File: src/ras_ctrl_pkg.sv
// constants, field layouts and state codes for the memory reliability control block
package ras_ctrl_pkg;

	localparam int NID_W  = 6;
	localparam int RANK_W = 3;

	// register byte offsets
	localparam logic [7:0] OFF_MIRROR_CFG  = 8'h00;
	localparam logic [7:0] OFF_CHAN_CTL    = 8'h04;
	localparam logic [7:0] OFF_SPARE_CTL   = 8'h08;
	localparam logic [7:0] OFF_SCRUB_START = 8'h0C;
	localparam logic [7:0] OFF_SCRUB_END   = 8'h10;
	localparam logic [7:0] OFF_STATUS      = 8'h14;
	localparam logic [7:0] OFF_DIR_CFG     = 8'h18;
	localparam logic [7:0] OFF_INTERRUPTED = 8'h1C;

	// mirror config fields
	localparam int MIR_MODE_LSB = 0;
	localparam int MIR_TAE_BIT  = 2;
	localparam int MIR_RSPV_BIT = 3;
	localparam int MIR_DIR_BIT  = 4;
	localparam int MIR_TRK_LSB  = 5;
	localparam int MIR_NID_LSB  = 8;
	localparam logic [1:0] MODE_OFF     = 2'h0;
	localparam logic [1:0] MODE_MIGRATE = 2'h1;
	localparam logic [1:0] MODE_MIRROR  = 2'h2;

	// channel control fields
	localparam int CH_START_BIT = 0;
	localparam int CH_RESET_BIT = 1;
	localparam int CH_TRAIN_BIT = 2;

	// sparing control fields
	localparam int SP_MODE_LSB   = 0;
	localparam int SP_WPDIS_BIT  = 2;
	localparam int SP_PATROL_BIT = 3;
	localparam int SP_SMI_BIT    = 4;
	localparam int SP_FAIL_LSB   = 8;
	localparam int SP_SPARE_LSB  = 12;
	localparam logic [1:0] SPARE_OFF      = 2'h0;
	localparam logic [1:0] SPARE_COPY     = 2'h1;
	localparam logic [1:0] SPARE_REDIRECT = 2'h2;

	// status fields
	localparam int ST_DONE_BIT   = 0;
	localparam int ST_IDLE_BIT   = 1;
	localparam int ST_CONFL_BIT  = 2;
	localparam int ST_DIRERR_BIT = 3;
	localparam int ST_SNPDUP_BIT = 4;
	localparam int ST_PORT_LSB   = 8;

	// directory config fields
	localparam int DIR_IOEN_BIT   = 0;
	localparam int DIR_FANOUT_BIT = 1;
	localparam int DIR_AGENT_LSB  = 8;

	// node-ID bit that selects the hemisphere
	localparam int HEMI_BIT = 1;

	// virtual network code for mirror data
	localparam logic [1:0] VN_A1 = 2'h1;

	typedef enum logic [3:0] {
		PORT_READY    = 4'h1,
		PORT_ACTIVE   = 4'h2,
		PORT_DISABLED = 4'h4,
		PORT_TRAINING = 4'h8
	} port_state_t;

	typedef enum logic [2:0] {
		CP_IDLE = 3'h1,
		CP_COPY = 3'h2,
		CP_DONE = 3'h4
	} copy_state_t;

endpackage

File: src/ras_ctrl.sv
// memory reliability control: mirror setup, channel reset handshake, rank sparing engine
`timescale 1ns/1ps
`default_nettype none
module ras_ctrl
#(
	parameter int ADDR_W = 24
)
(
	input  wire logic                            clk_sys,
	input  wire logic                            nrst,
	// classic wishbone slave
	input  wire logic                            wb_cyc_i,
	input  wire logic                            wb_stb_i,
	input  wire logic                            wb_we_i,
	input  wire logic [7:0]                      wb_adr_i,
	input  wire logic [3:0]                      wb_sel_i,
	input  wire logic [31:0]                     wb_dat_i,
	output logic      [31:0]                     wb_dat_o,
	output logic                                 wb_ack_o,
	// mirror traffic steering
	output logic                                 mirror_en,
	output logic                                 mirror_is_slave,
	output logic                                 mirror_migrate,
	output logic      [ras_ctrl_pkg::NID_W-1:0]  mirror_dest_nid,
	output logic      [1:0]                      mirror_vn,
	// memory port (channel)
	input  wire logic                            phy_init_done,
	output logic                                 port_link_up,
	output logic                                 data_lane_idle,
	output logic                                 clk_lane_dc_high,
	output logic                                 phy_train_req,
	// controller policy
	output logic                                 write_post_en,
	output logic                                 patrol_en,
	input  wire logic                            scrub_idle,
	output logic                                 smi_req,
	// sparing copy port
	output logic                                 copy_req,
	output logic      [ras_ctrl_pkg::RANK_W-1:0] copy_src_rank,
	output logic      [ras_ctrl_pkg::RANK_W-1:0] copy_dst_rank,
	output logic      [ADDR_W-1:0]               copy_addr,
	input  wire logic                            copy_ack,
	// demand access remapping
	input  wire logic                            acc_valid,
	input  wire logic                            acc_write,
	input  wire logic [ras_ctrl_pkg::RANK_W-1:0] acc_rank,
	input  wire logic [ADDR_W-1:0]               acc_addr,
	output logic                                 acc_stall,
	output logic                                 acc_out_valid,
	output logic                                 acc_out_write,
	output logic      [ras_ctrl_pkg::RANK_W-1:0] acc_out_rank,
	output logic      [ADDR_W-1:0]               acc_out_addr,
	output logic                                 acc_out_dup,
	// snoop responses
	input  wire logic                            snp_txn_start,
	input  wire logic [ras_ctrl_pkg::NID_W-1:0]  snp_req_nid,
	input  wire logic                            snp_rsp_valid,
	input  wire logic [ras_ctrl_pkg::NID_W-1:0]  snp_rsp_nid,
	output logic                                 snp_rsp_accept
);
	import ras_ctrl_pkg::*;

	initial
	begin
		if (ADDR_W < 1 || ADDR_W > 32)
			$error("ADDR_W must be 1..32");
	end

	////////////////////////////////////////////////////////////////////////
	// register storage

	logic [1:0]        mir_mode_reg;
	logic              mir_tae_reg;
	logic              mir_rspv_reg;
	logic              mir_dir_reg;
	logic [1:0]        mir_trk_reg;
	logic [NID_W-1:0]  mir_nid_reg;
	logic              start_init_reg;
	logic [1:0]        spare_mode_reg;
	logic              wp_dis_reg;
	logic              patrol_reg;
	logic              smi_en_reg;
	logic [RANK_W-1:0] fail_rank_reg;
	logic [RANK_W-1:0] spare_rank_reg;
	logic [ADDR_W-1:0] scrub_start_reg;
	logic [ADDR_W-1:0] scrub_end_reg;
	logic              io_dir_reg;
	logic              fanout_reg;
	logic [NID_W-1:0]  dir_agent_reg;
	logic              done_reg;
	logic              snp_dup_reg;
	logic              ack_reg;
	logic [31:0]       rdata_reg;
	port_state_t       port_reg;
	copy_state_t       copy_reg;
	logic [ADDR_W-1:0] ptr_reg;
	logic [2:0]        sync_reg;
	logic              init_done_reg;
	logic              snp_seen_reg;

	logic wr_stb;
	logic rd_stb;
	logic conflict;
	logic dir_err;
	logic copy_last;
	logic copy_finish;

	// one request per two cycles, answered on the next edge
	assign wr_stb = wb_cyc_i && wb_stb_i && wb_we_i && !ack_reg && wb_sel_i[0];
	assign rd_stb = wb_cyc_i && wb_stb_i && !wb_we_i && !ack_reg;

	// sparing is refused while mirroring, migration, posting or patrol is on
	assign conflict = (mir_mode_reg != MODE_OFF) || !wp_dis_reg || patrol_reg;
	assign dir_err  = io_dir_reg && (!fanout_reg || dir_agent_reg[0]);

	assign copy_last   = (ptr_reg == scrub_end_reg);
	assign copy_finish = (copy_reg == CP_COPY) && copy_ack && copy_last;

	////////////////////////////////////////////////////////////////////////
	// bus handshake: ack one cycle after the request, dropped the next
	always_ff @(posedge clk_sys or negedge nrst)
	begin
		if (!nrst)
			ack_reg <= 1'b0;
		else
			ack_reg <= wb_cyc_i && wb_stb_i && !ack_reg;
	end
	assign wb_ack_o = ack_reg;
	assign wb_dat_o = rdata_reg;

	// configuration writes; byte lane 0 gates every write (fields fit in 16 bits or pointer)
	always_ff @(posedge clk_sys or negedge nrst)
	begin
		if (!nrst)
		begin
			mir_mode_reg    <= MODE_OFF;
			mir_tae_reg     <= 1'b0;
			mir_rspv_reg    <= 1'b0;
			mir_dir_reg     <= 1'b0;
			mir_trk_reg     <= 2'h0;
			mir_nid_reg     <= '0;
			start_init_reg  <= 1'b0;
			spare_mode_reg  <= SPARE_OFF;
			wp_dis_reg      <= 1'b0;
			patrol_reg      <= 1'b0;
			smi_en_reg      <= 1'b0;
			fail_rank_reg   <= '0;
			spare_rank_reg  <= '0;
			scrub_start_reg <= '0;
			scrub_end_reg   <= '0;
			io_dir_reg      <= 1'b0;
			fanout_reg      <= 1'b0;
			dir_agent_reg   <= '0;
		end
		else if (wr_stb)
		begin
			if (wb_adr_i == OFF_MIRROR_CFG)
			begin
				mir_mode_reg <= wb_dat_i[MIR_MODE_LSB +: 2];
				mir_tae_reg  <= wb_dat_i[MIR_TAE_BIT];
				mir_rspv_reg <= wb_dat_i[MIR_RSPV_BIT];
				mir_dir_reg  <= wb_dat_i[MIR_DIR_BIT];
				mir_trk_reg  <= wb_dat_i[MIR_TRK_LSB +: 2];
				mir_nid_reg  <= wb_dat_i[MIR_NID_LSB +: NID_W];
			end
			else if (wb_adr_i == OFF_CHAN_CTL)
				start_init_reg <= wb_dat_i[CH_START_BIT];
			else if (wb_adr_i == OFF_SPARE_CTL)
			begin
				spare_mode_reg <= wb_dat_i[SP_MODE_LSB +: 2];
				wp_dis_reg     <= wb_dat_i[SP_WPDIS_BIT];
				patrol_reg     <= wb_dat_i[SP_PATROL_BIT];
				smi_en_reg     <= wb_dat_i[SP_SMI_BIT];
				fail_rank_reg  <= wb_dat_i[SP_FAIL_LSB +: RANK_W];
				spare_rank_reg <= wb_dat_i[SP_SPARE_LSB +: RANK_W];
			end
			// pointers only load once patrol is off and the scrubber is idle
			else if (wb_adr_i == OFF_SCRUB_START && !patrol_reg && scrub_idle)
				scrub_start_reg <= wb_dat_i[ADDR_W-1:0];
			else if (wb_adr_i == OFF_SCRUB_END && !patrol_reg && scrub_idle)
				scrub_end_reg <= wb_dat_i[ADDR_W-1:0];
			else if (wb_adr_i == OFF_DIR_CFG)
			begin
				io_dir_reg    <= wb_dat_i[DIR_IOEN_BIT];
				fanout_reg    <= wb_dat_i[DIR_FANOUT_BIT];
				dir_agent_reg <= wb_dat_i[DIR_AGENT_LSB +: NID_W];
			end
		end
	end

	// read mux; unmapped offsets read zero
	always_ff @(posedge clk_sys or negedge nrst)
	begin
		if (!nrst)
			rdata_reg <= 32'h0000_0000;
		else if (!rd_stb)
			rdata_reg <= 32'h0000_0000;
		else if (wb_adr_i == OFF_MIRROR_CFG)
			rdata_reg <= 32'({mir_nid_reg, 1'b0, mir_trk_reg, mir_dir_reg, mir_rspv_reg, mir_tae_reg, mir_mode_reg});
		else if (wb_adr_i == OFF_CHAN_CTL)
			rdata_reg <= 32'({start_init_reg});
		else if (wb_adr_i == OFF_SPARE_CTL)
			rdata_reg <= 32'({spare_rank_reg, 1'b0, fail_rank_reg, 3'h0, smi_en_reg, patrol_reg, wp_dis_reg,
				spare_mode_reg});
		else if (wb_adr_i == OFF_SCRUB_START)
			rdata_reg <= 32'(scrub_start_reg);
		else if (wb_adr_i == OFF_SCRUB_END)
			rdata_reg <= 32'(scrub_end_reg);
		else if (wb_adr_i == OFF_STATUS)
			rdata_reg <= 32'({port_reg, 3'h0, snp_dup_reg, dir_err, conflict, scrub_idle, done_reg});
		else if (wb_adr_i == OFF_DIR_CFG)
			rdata_reg <= 32'({dir_agent_reg, 6'h00, fanout_reg, io_dir_reg});
		else if (wb_adr_i == OFF_INTERRUPTED)
			rdata_reg <= 32'(ptr_reg);
		else
			rdata_reg <= 32'h0000_0000;
	end

	////////////////////////////////////////////////////////////////////////
	// mirror steering, registered from config so outputs stay glitch free
	always_ff @(posedge clk_sys or negedge nrst)
	begin
		if (!nrst)
		begin
			mirror_en       <= 1'b0;
			mirror_is_slave <= 1'b0;
			mirror_migrate  <= 1'b0;
			mirror_dest_nid <= '0;
			mirror_vn       <= VN_A1;
		end
		else
		begin
			mirror_en       <= (mir_mode_reg == MODE_MIRROR) || (mir_mode_reg == MODE_MIGRATE);
			mirror_is_slave <= mir_tae_reg;
			mirror_migrate  <= (mir_mode_reg == MODE_MIGRATE);
			mirror_dest_nid <= mir_nid_reg;
			mirror_vn       <= VN_A1;
		end
	end

	////////////////////////////////////////////////////////////////////////
	// init-done pin: three flops, level changes when stages two and three agree
	always_ff @(posedge clk_sys or negedge nrst)
	begin
		if (!nrst)
		begin
			sync_reg      <= 3'h0;
			init_done_reg <= 1'b0;
		end
		else
		begin
			sync_reg <= {sync_reg[1:0], phy_init_done};
			if (sync_reg[1] == sync_reg[2])
				init_done_reg <= sync_reg[2];
		end
	end

	// channel port state; reset is ignored while start_init is still set
	always_ff @(posedge clk_sys or negedge nrst)
	begin
		if (!nrst)
			port_reg <= PORT_READY;
		else if (wr_stb && wb_adr_i == OFF_CHAN_CTL && wb_dat_i[CH_RESET_BIT] && !start_init_reg)
			port_reg <= PORT_DISABLED;
		else
		begin
			case (port_reg)
				PORT_DISABLED:
					if (wr_stb && wb_adr_i == OFF_CHAN_CTL && wb_dat_i[CH_TRAIN_BIT])
						port_reg <= PORT_TRAINING;
				PORT_TRAINING:
					if (init_done_reg)
						port_reg <= PORT_READY;
				PORT_READY:
					if (start_init_reg)
						port_reg <= PORT_ACTIVE;
				PORT_ACTIVE:
					if (!start_init_reg)
						port_reg <= PORT_READY;
				default:
					port_reg <= PORT_READY;
			endcase
		end
	end

	// disabled port idles data lanes and parks clock lanes at DC high
	assign port_link_up     = (port_reg == PORT_ACTIVE);
	assign data_lane_idle   = (port_reg == PORT_DISABLED) || (port_reg == PORT_TRAINING);
	assign clk_lane_dc_high = (port_reg == PORT_DISABLED);
	assign phy_train_req    = (port_reg == PORT_TRAINING);
	assign write_post_en    = !wp_dis_reg;
	assign patrol_en        = patrol_reg;

	////////////////////////////////////////////////////////////////////////
	// sparing copy engine: start to end pointer, one line per copy handshake
	always_ff @(posedge clk_sys or negedge nrst)
	begin
		if (!nrst)
		begin
			copy_reg <= CP_IDLE;
			ptr_reg  <= '0;
		end
		else
		begin
			case (copy_reg)
				CP_IDLE:
					if (spare_mode_reg == SPARE_COPY && !conflict && scrub_idle)
					begin
						copy_reg <= CP_COPY;
						ptr_reg  <= scrub_start_reg;
					end
				CP_COPY:
					if (spare_mode_reg != SPARE_COPY)
						copy_reg <= CP_IDLE;
					else if (copy_ack && copy_last)
						copy_reg <= CP_DONE;
					else if (copy_ack)
						ptr_reg <= ptr_reg + 1'b1;
				CP_DONE:
					if (spare_mode_reg != SPARE_COPY)
						copy_reg <= CP_IDLE;
				default:
					copy_reg <= CP_IDLE;
			endcase
		end
	end

	assign copy_req      = (copy_reg == CP_COPY) && (spare_mode_reg == SPARE_COPY);
	assign copy_src_rank = fail_rank_reg;
	assign copy_dst_rank = spare_rank_reg;
	assign copy_addr     = ptr_reg;

	// done flag: completion wins over a same-cycle write-one-to-clear
	always_ff @(posedge clk_sys or negedge nrst)
	begin
		if (!nrst)
			done_reg <= 1'b0;
		else if (copy_finish)
			done_reg <= 1'b1;
		else if (wr_stb && wb_adr_i == OFF_STATUS && wb_dat_i[ST_DONE_BIT])
			done_reg <= 1'b0;
	end

	// management interrupt request, one pulse per completed copy
	always_ff @(posedge clk_sys or negedge nrst)
	begin
		if (!nrst)
			smi_req <= 1'b0;
		else
			smi_req <= copy_finish && smi_en_reg;
	end

	////////////////////////////////////////////////////////////////////////
	// demand accesses: stall on the line being copied, mirror writes behind it
	assign acc_stall = acc_valid && copy_req && (acc_rank == fail_rank_reg) && (acc_addr == ptr_reg);

	always_ff @(posedge clk_sys or negedge nrst)
	begin
		if (!nrst)
		begin
			acc_out_valid <= 1'b0;
			acc_out_write <= 1'b0;
			acc_out_rank  <= '0;
			acc_out_addr  <= '0;
			acc_out_dup   <= 1'b0;
		end
		else
		begin
			acc_out_valid <= acc_valid && !acc_stall;
			acc_out_write <= acc_write;
			acc_out_addr  <= acc_addr;
			// redirect sends all failing-rank traffic to the spare
			if (spare_mode_reg == SPARE_REDIRECT && acc_rank == fail_rank_reg)
				acc_out_rank <= spare_rank_reg;
			else
				acc_out_rank <= acc_rank;
			// writes to already copied lines also go to the spare, keeping it coherent
			acc_out_dup <= acc_valid && !acc_stall && acc_write && copy_req && (acc_rank == fail_rank_reg) &&
				(acc_addr >= scrub_start_reg) && (acc_addr < ptr_reg);
		end
	end

	////////////////////////////////////////////////////////////////////////
	// snoop responses: first from requester's hemisphere is taken, duplicates flagged
	assign snp_rsp_accept = snp_rsp_valid && !snp_seen_reg && !snp_txn_start &&
		(snp_rsp_nid[HEMI_BIT] == snp_req_nid[HEMI_BIT]);

	always_ff @(posedge clk_sys or negedge nrst)
	begin
		if (!nrst)
			snp_seen_reg <= 1'b0;
		else if (snp_txn_start)
			snp_seen_reg <= 1'b0;
		else if (snp_rsp_accept)
			snp_seen_reg <= 1'b1;
	end

	// sticky duplicate/wrong-hemisphere flag; the event wins over a clear
	always_ff @(posedge clk_sys or negedge nrst)
	begin
		if (!nrst)
			snp_dup_reg <= 1'b0;
		else if (snp_rsp_valid && !snp_txn_start && !snp_rsp_accept)
			snp_dup_reg <= 1'b1;
		else if (wr_stb && wb_adr_i == OFF_STATUS && wb_dat_i[ST_SNPDUP_BIT])
			snp_dup_reg <= 1'b0;
	end

endmodule
`default_nettype wire

File: config.mk
export PLATFORM = sky130hd
export DESIGN_NAME = ras_ctrl
export DESIGN_NICKNAME = d
export VERILOG_FILES = /design/src/ras_ctrl_pkg.sv /design/src/ras_ctrl.sv
export SDC_FILE = /design/constraint.sdc
export NUM_CORES = 1
export LEC_CHECK = 0
export BUFFER_PORTS_ARGS = -buffer_cell sky130_fd_sc_hd__buf_2
export CAP_MARGIN = 30
export CORE_UTILIZATION = 55
export CTS_CLUSTER_DIAMETER = 100
export DETAILED_ROUTE_END_ITERATION = 6
export PLACE_DENSITY = 0.86
export SYNTH_ARGS = -nofsm -noshare
export SYNTH_HDL_FRONTEND = slang
export SYNTH_SLANG_ARGS = --single-unit
File: constraint.sdc
create_clock -name clk_sys -period 3.4 [get_ports clk_sys]
set_input_delay 0.17 -clock clk_sys [delete_from_list [all_inputs] [get_ports clk_sys]]
set_output_delay 0.17 -clock clk_sys [all_outputs]
set_load 0.01 [all_outputs]
==> out/metrics.cfg <==
[run_status]
status = complete, no violations

[timing]
setup_viol = 0
worst_pin_slew_ps = 961.0
rsz0062_at_grt = no
max_freq_mhz = 356.3
min_period_over_period_pct = 82.55
hold_viol = 0
slew_violations = 0
relSlewSlack_pct = 34.28
finalClockSkew_ps = 12.65
fin_setup_tns_ps = 0
whs_ps = 13.88
final.min_clock_period_ps = 2807

[placed_design]
place.gp.congestion = 0.9221
hpwl_mm = 19.21
numPortBuffers = 177
placed_cells = 1252

[critical_path]
cp_data_required_time_ps = 3710
cp.arrival_ps = 3110
crit-reg2reg-launch = copy_addr[4]
reg2reg_to = copy_addr[6]
worstPathMaxFanout = 23
timing_worst_setup_path_type = reg -> reg
reg2reg_setup_slack_ps = 590
timing.critical_path.to = copy_addr[6]
crit_start = copy_addr[4]
start_kind = flip-flop
critPathCaptureType = flip-flop
reg2reg_depth = 6

[die]
coreArea_mm2 = 0.01670
rows = 47
fp.dieH_um = 133.2
die-area_mm2 = 0.01773
io_pins = 209
start_util_pct = 56.65
die_w_um = 133.2

[power_and_ir_drop]
power_leakage_uw = 0.005709
internal-power_uw = 3617
pwr_density_cell_mw_per_mm2 = 416.3
ir_worst_vdd_mv = 0.3016
switching_share_pct = 25.57
seqPwrFrac_pct = 47.3
clockPowerShare_pct = 42.1
p_switching_uw = 1243
combinationalPowerShare_pct = 10.6

[synthesis]
ys_seq_area_share_pct = 48.69
yosysWarnings = 0
synth_cell_types = 74
synth.area.top_cells = dfrtp_1 48%, mux2_2 9.8%, ha_1 6.7%
synth_cells = 868
syn_avg_cell_area_um2 = 10.90
synth_top_area_share_pct = 48.14
synth.most_common_cell = dfrtp_1
syn_area_mm2 = 0.009462
synthArstFlopShare_pct = 100.0
synth_edf_count = 0
synth_top_cell_by_area = dfrtp_1
ys_seq_elements = 184
yosys_most_used_dff = dfrtp_1
synth_common_cells = 182 x dfrtp_1, 82 x mux2_2, 58 x inv_1, 55 x nor2_1, 54 x a21oi_1

[clock_network]
cts_sinks = 184
clkTransAtPathRegs_ps = 70
h-tree-depth = 4
cts-root-buf = clkbuf_16
cts_tree = yes
insertion_delay_ps = 450
post-cts-setup-buffers = 0
numCtsBuffers = 17
cts.path.max_buffers = 2

[finish]
syn_to_final_growth_pct = 23.38
nets = 1244
antenna_cells = 0
stdcell_count = 1331
layout-drive-gt1-share_pct = 30.06

[detailed_routing]
drc = 0
vias = 8299
dr.first_iter.drc_count = 820
vias_per_cell = 6.235
drt-total-wl_mm = 27.91
routedWlPerCell_um = 20.97
antenna_left = 0
drt_pass1_iterations = 6

[worst_hold_path]
hp-class = in -> reg

[grt]
grt_start_max_net_pins = 79
track_usage_pct = 32.30
gr-total-overflow = 0
grt_pass1_wl_mm = 43.37
grt_pass1_vias = 8092
antenna_found_initial = 0

[job]
drv_cap = 0

-- cell usage in the layout (no fill, tap or decap), types with 8 or more instances in the layout --
cell type	n
a31oi_1	10
buf_2	176
buf_4	24
nor4_1	9
inv_1	58
nand2_1	48
clkbuf_16	17
dfrtp_1	182
a21o_1	8
xor2_1	22
nand3_1	12
o21ai_0	36
ha_1	51
a21oi_1	54
a222oi_1	13
dlygate4sd3_1	47
nor2_1	55
nand4_1	21
mux2_2	82
a2bb2oi_1	8
conb_1	10
nand2b_1	10
o22ai_1	13
nor3_1	11
-- routing by layer --
metal  GRT usage (%)  wire length, um
met1           43.09            10770
met2           50.47            12990
met3           6.887             3054
met4           15.72             1090
met5               0                0
-- critical path: stages (launching register included) --
cell       delay (ps)
dfrtp_1           490
xor2_1            220
or4b_1            510
or4_4             590
o21ai_4           540
nor2_1            150
a2bb2oi_1         170
-- logic make-up (layout without fill, tap and decap cells) --
| group | Yosys count | count (layout) | share of synthesized area, % |
|---|---|---|---|
| compound gates | 195 | 195 | 14.00 |
| xor+xnor | 29 | 29 | 2.684 |
| fa+ha+maj | 52 | 52 | 6.850 |
| buf+inv | 104 | 339 | 5.104 |
| flops | 184 | 184 | 48.69 |
| mux | 89 | 89 | 10.76 |
| other cells | 2 | 10 | 0.07937 |
| simple gates | 213 | 213 | 11.82 |
-- power by group through the flow --
stage | combinational, uW | sequential, uW | clock (uW)
6_report | 517 | 2300 | 2050
5_1_grt | 566 | 2300 | 2170
4_1_cts | 508 | 2290 | 2060
3_5_place_dp | 463 | 2330 | 0
3_3_place_gp | 443 | 2330 | 0
2_1_floorplan | 217 | 2340 | 0
-- layout make-up --
class | count | area, um2
repair buffers | 249 | 1563
multi-input cells | 588 | 4408
well taps | 220 | 275.3
clock inverters | 14 | 173.9
inverters | 58 | 217.7
flip-flops and latches | 184 | 4607
clock buffers | 18 | 429.2
fillers | 1168 | 5027
-- per-stage QoR --
step / utilization, % / power (uW) / setup WS [ps] / area, um2
floorplan: - / 2557 / 979.0 / 9492
detailed placement: 63.47 / 2796 / 638.6 / 10600
CTS: 69.90 / 4860 / 611.5 / 11670
finish: 69.90 / 4860 / 593.3 / 11670
global route: 69.90 / 5033 / 471.9 / 11670
global placement: 63.47 / 2774 / 720.0 / 10600
-- worst min-delay path by stage --
| stage | cells past startpoint | endpoint | startpoint | slack (ps) |
|---|---|---|---|---|
| 4_1_cts | 2 | scrub_end_reg[14] | wb_dat_i[14] | 2 |
| 3_3_place_gp | 1 | copy_addr[21] | nrst | 260 |
| 2_1_floorplan | 0 | acc_out_addr[0] | nrst | -130 |
| 5_1_grt | 2 | copy_dst_rank[2] | wb_dat_i[14] | 5 |
| 3_5_place_dp | 1 | copy_addr[21] | nrst | 260 |
| 6_report | 2 | scrub_end_reg[14] | wb_dat_i[14] | 10 |
-- timing repair --
| action | 4_1_cts | 5_1_grt |
|---|---|---|
| hold endpoints to repair | 130 | 0 |
| gates resized for setup | 0 | 0 |
| hold buffers | 47 | 0 |
Power figures use the tool's default switching activity.
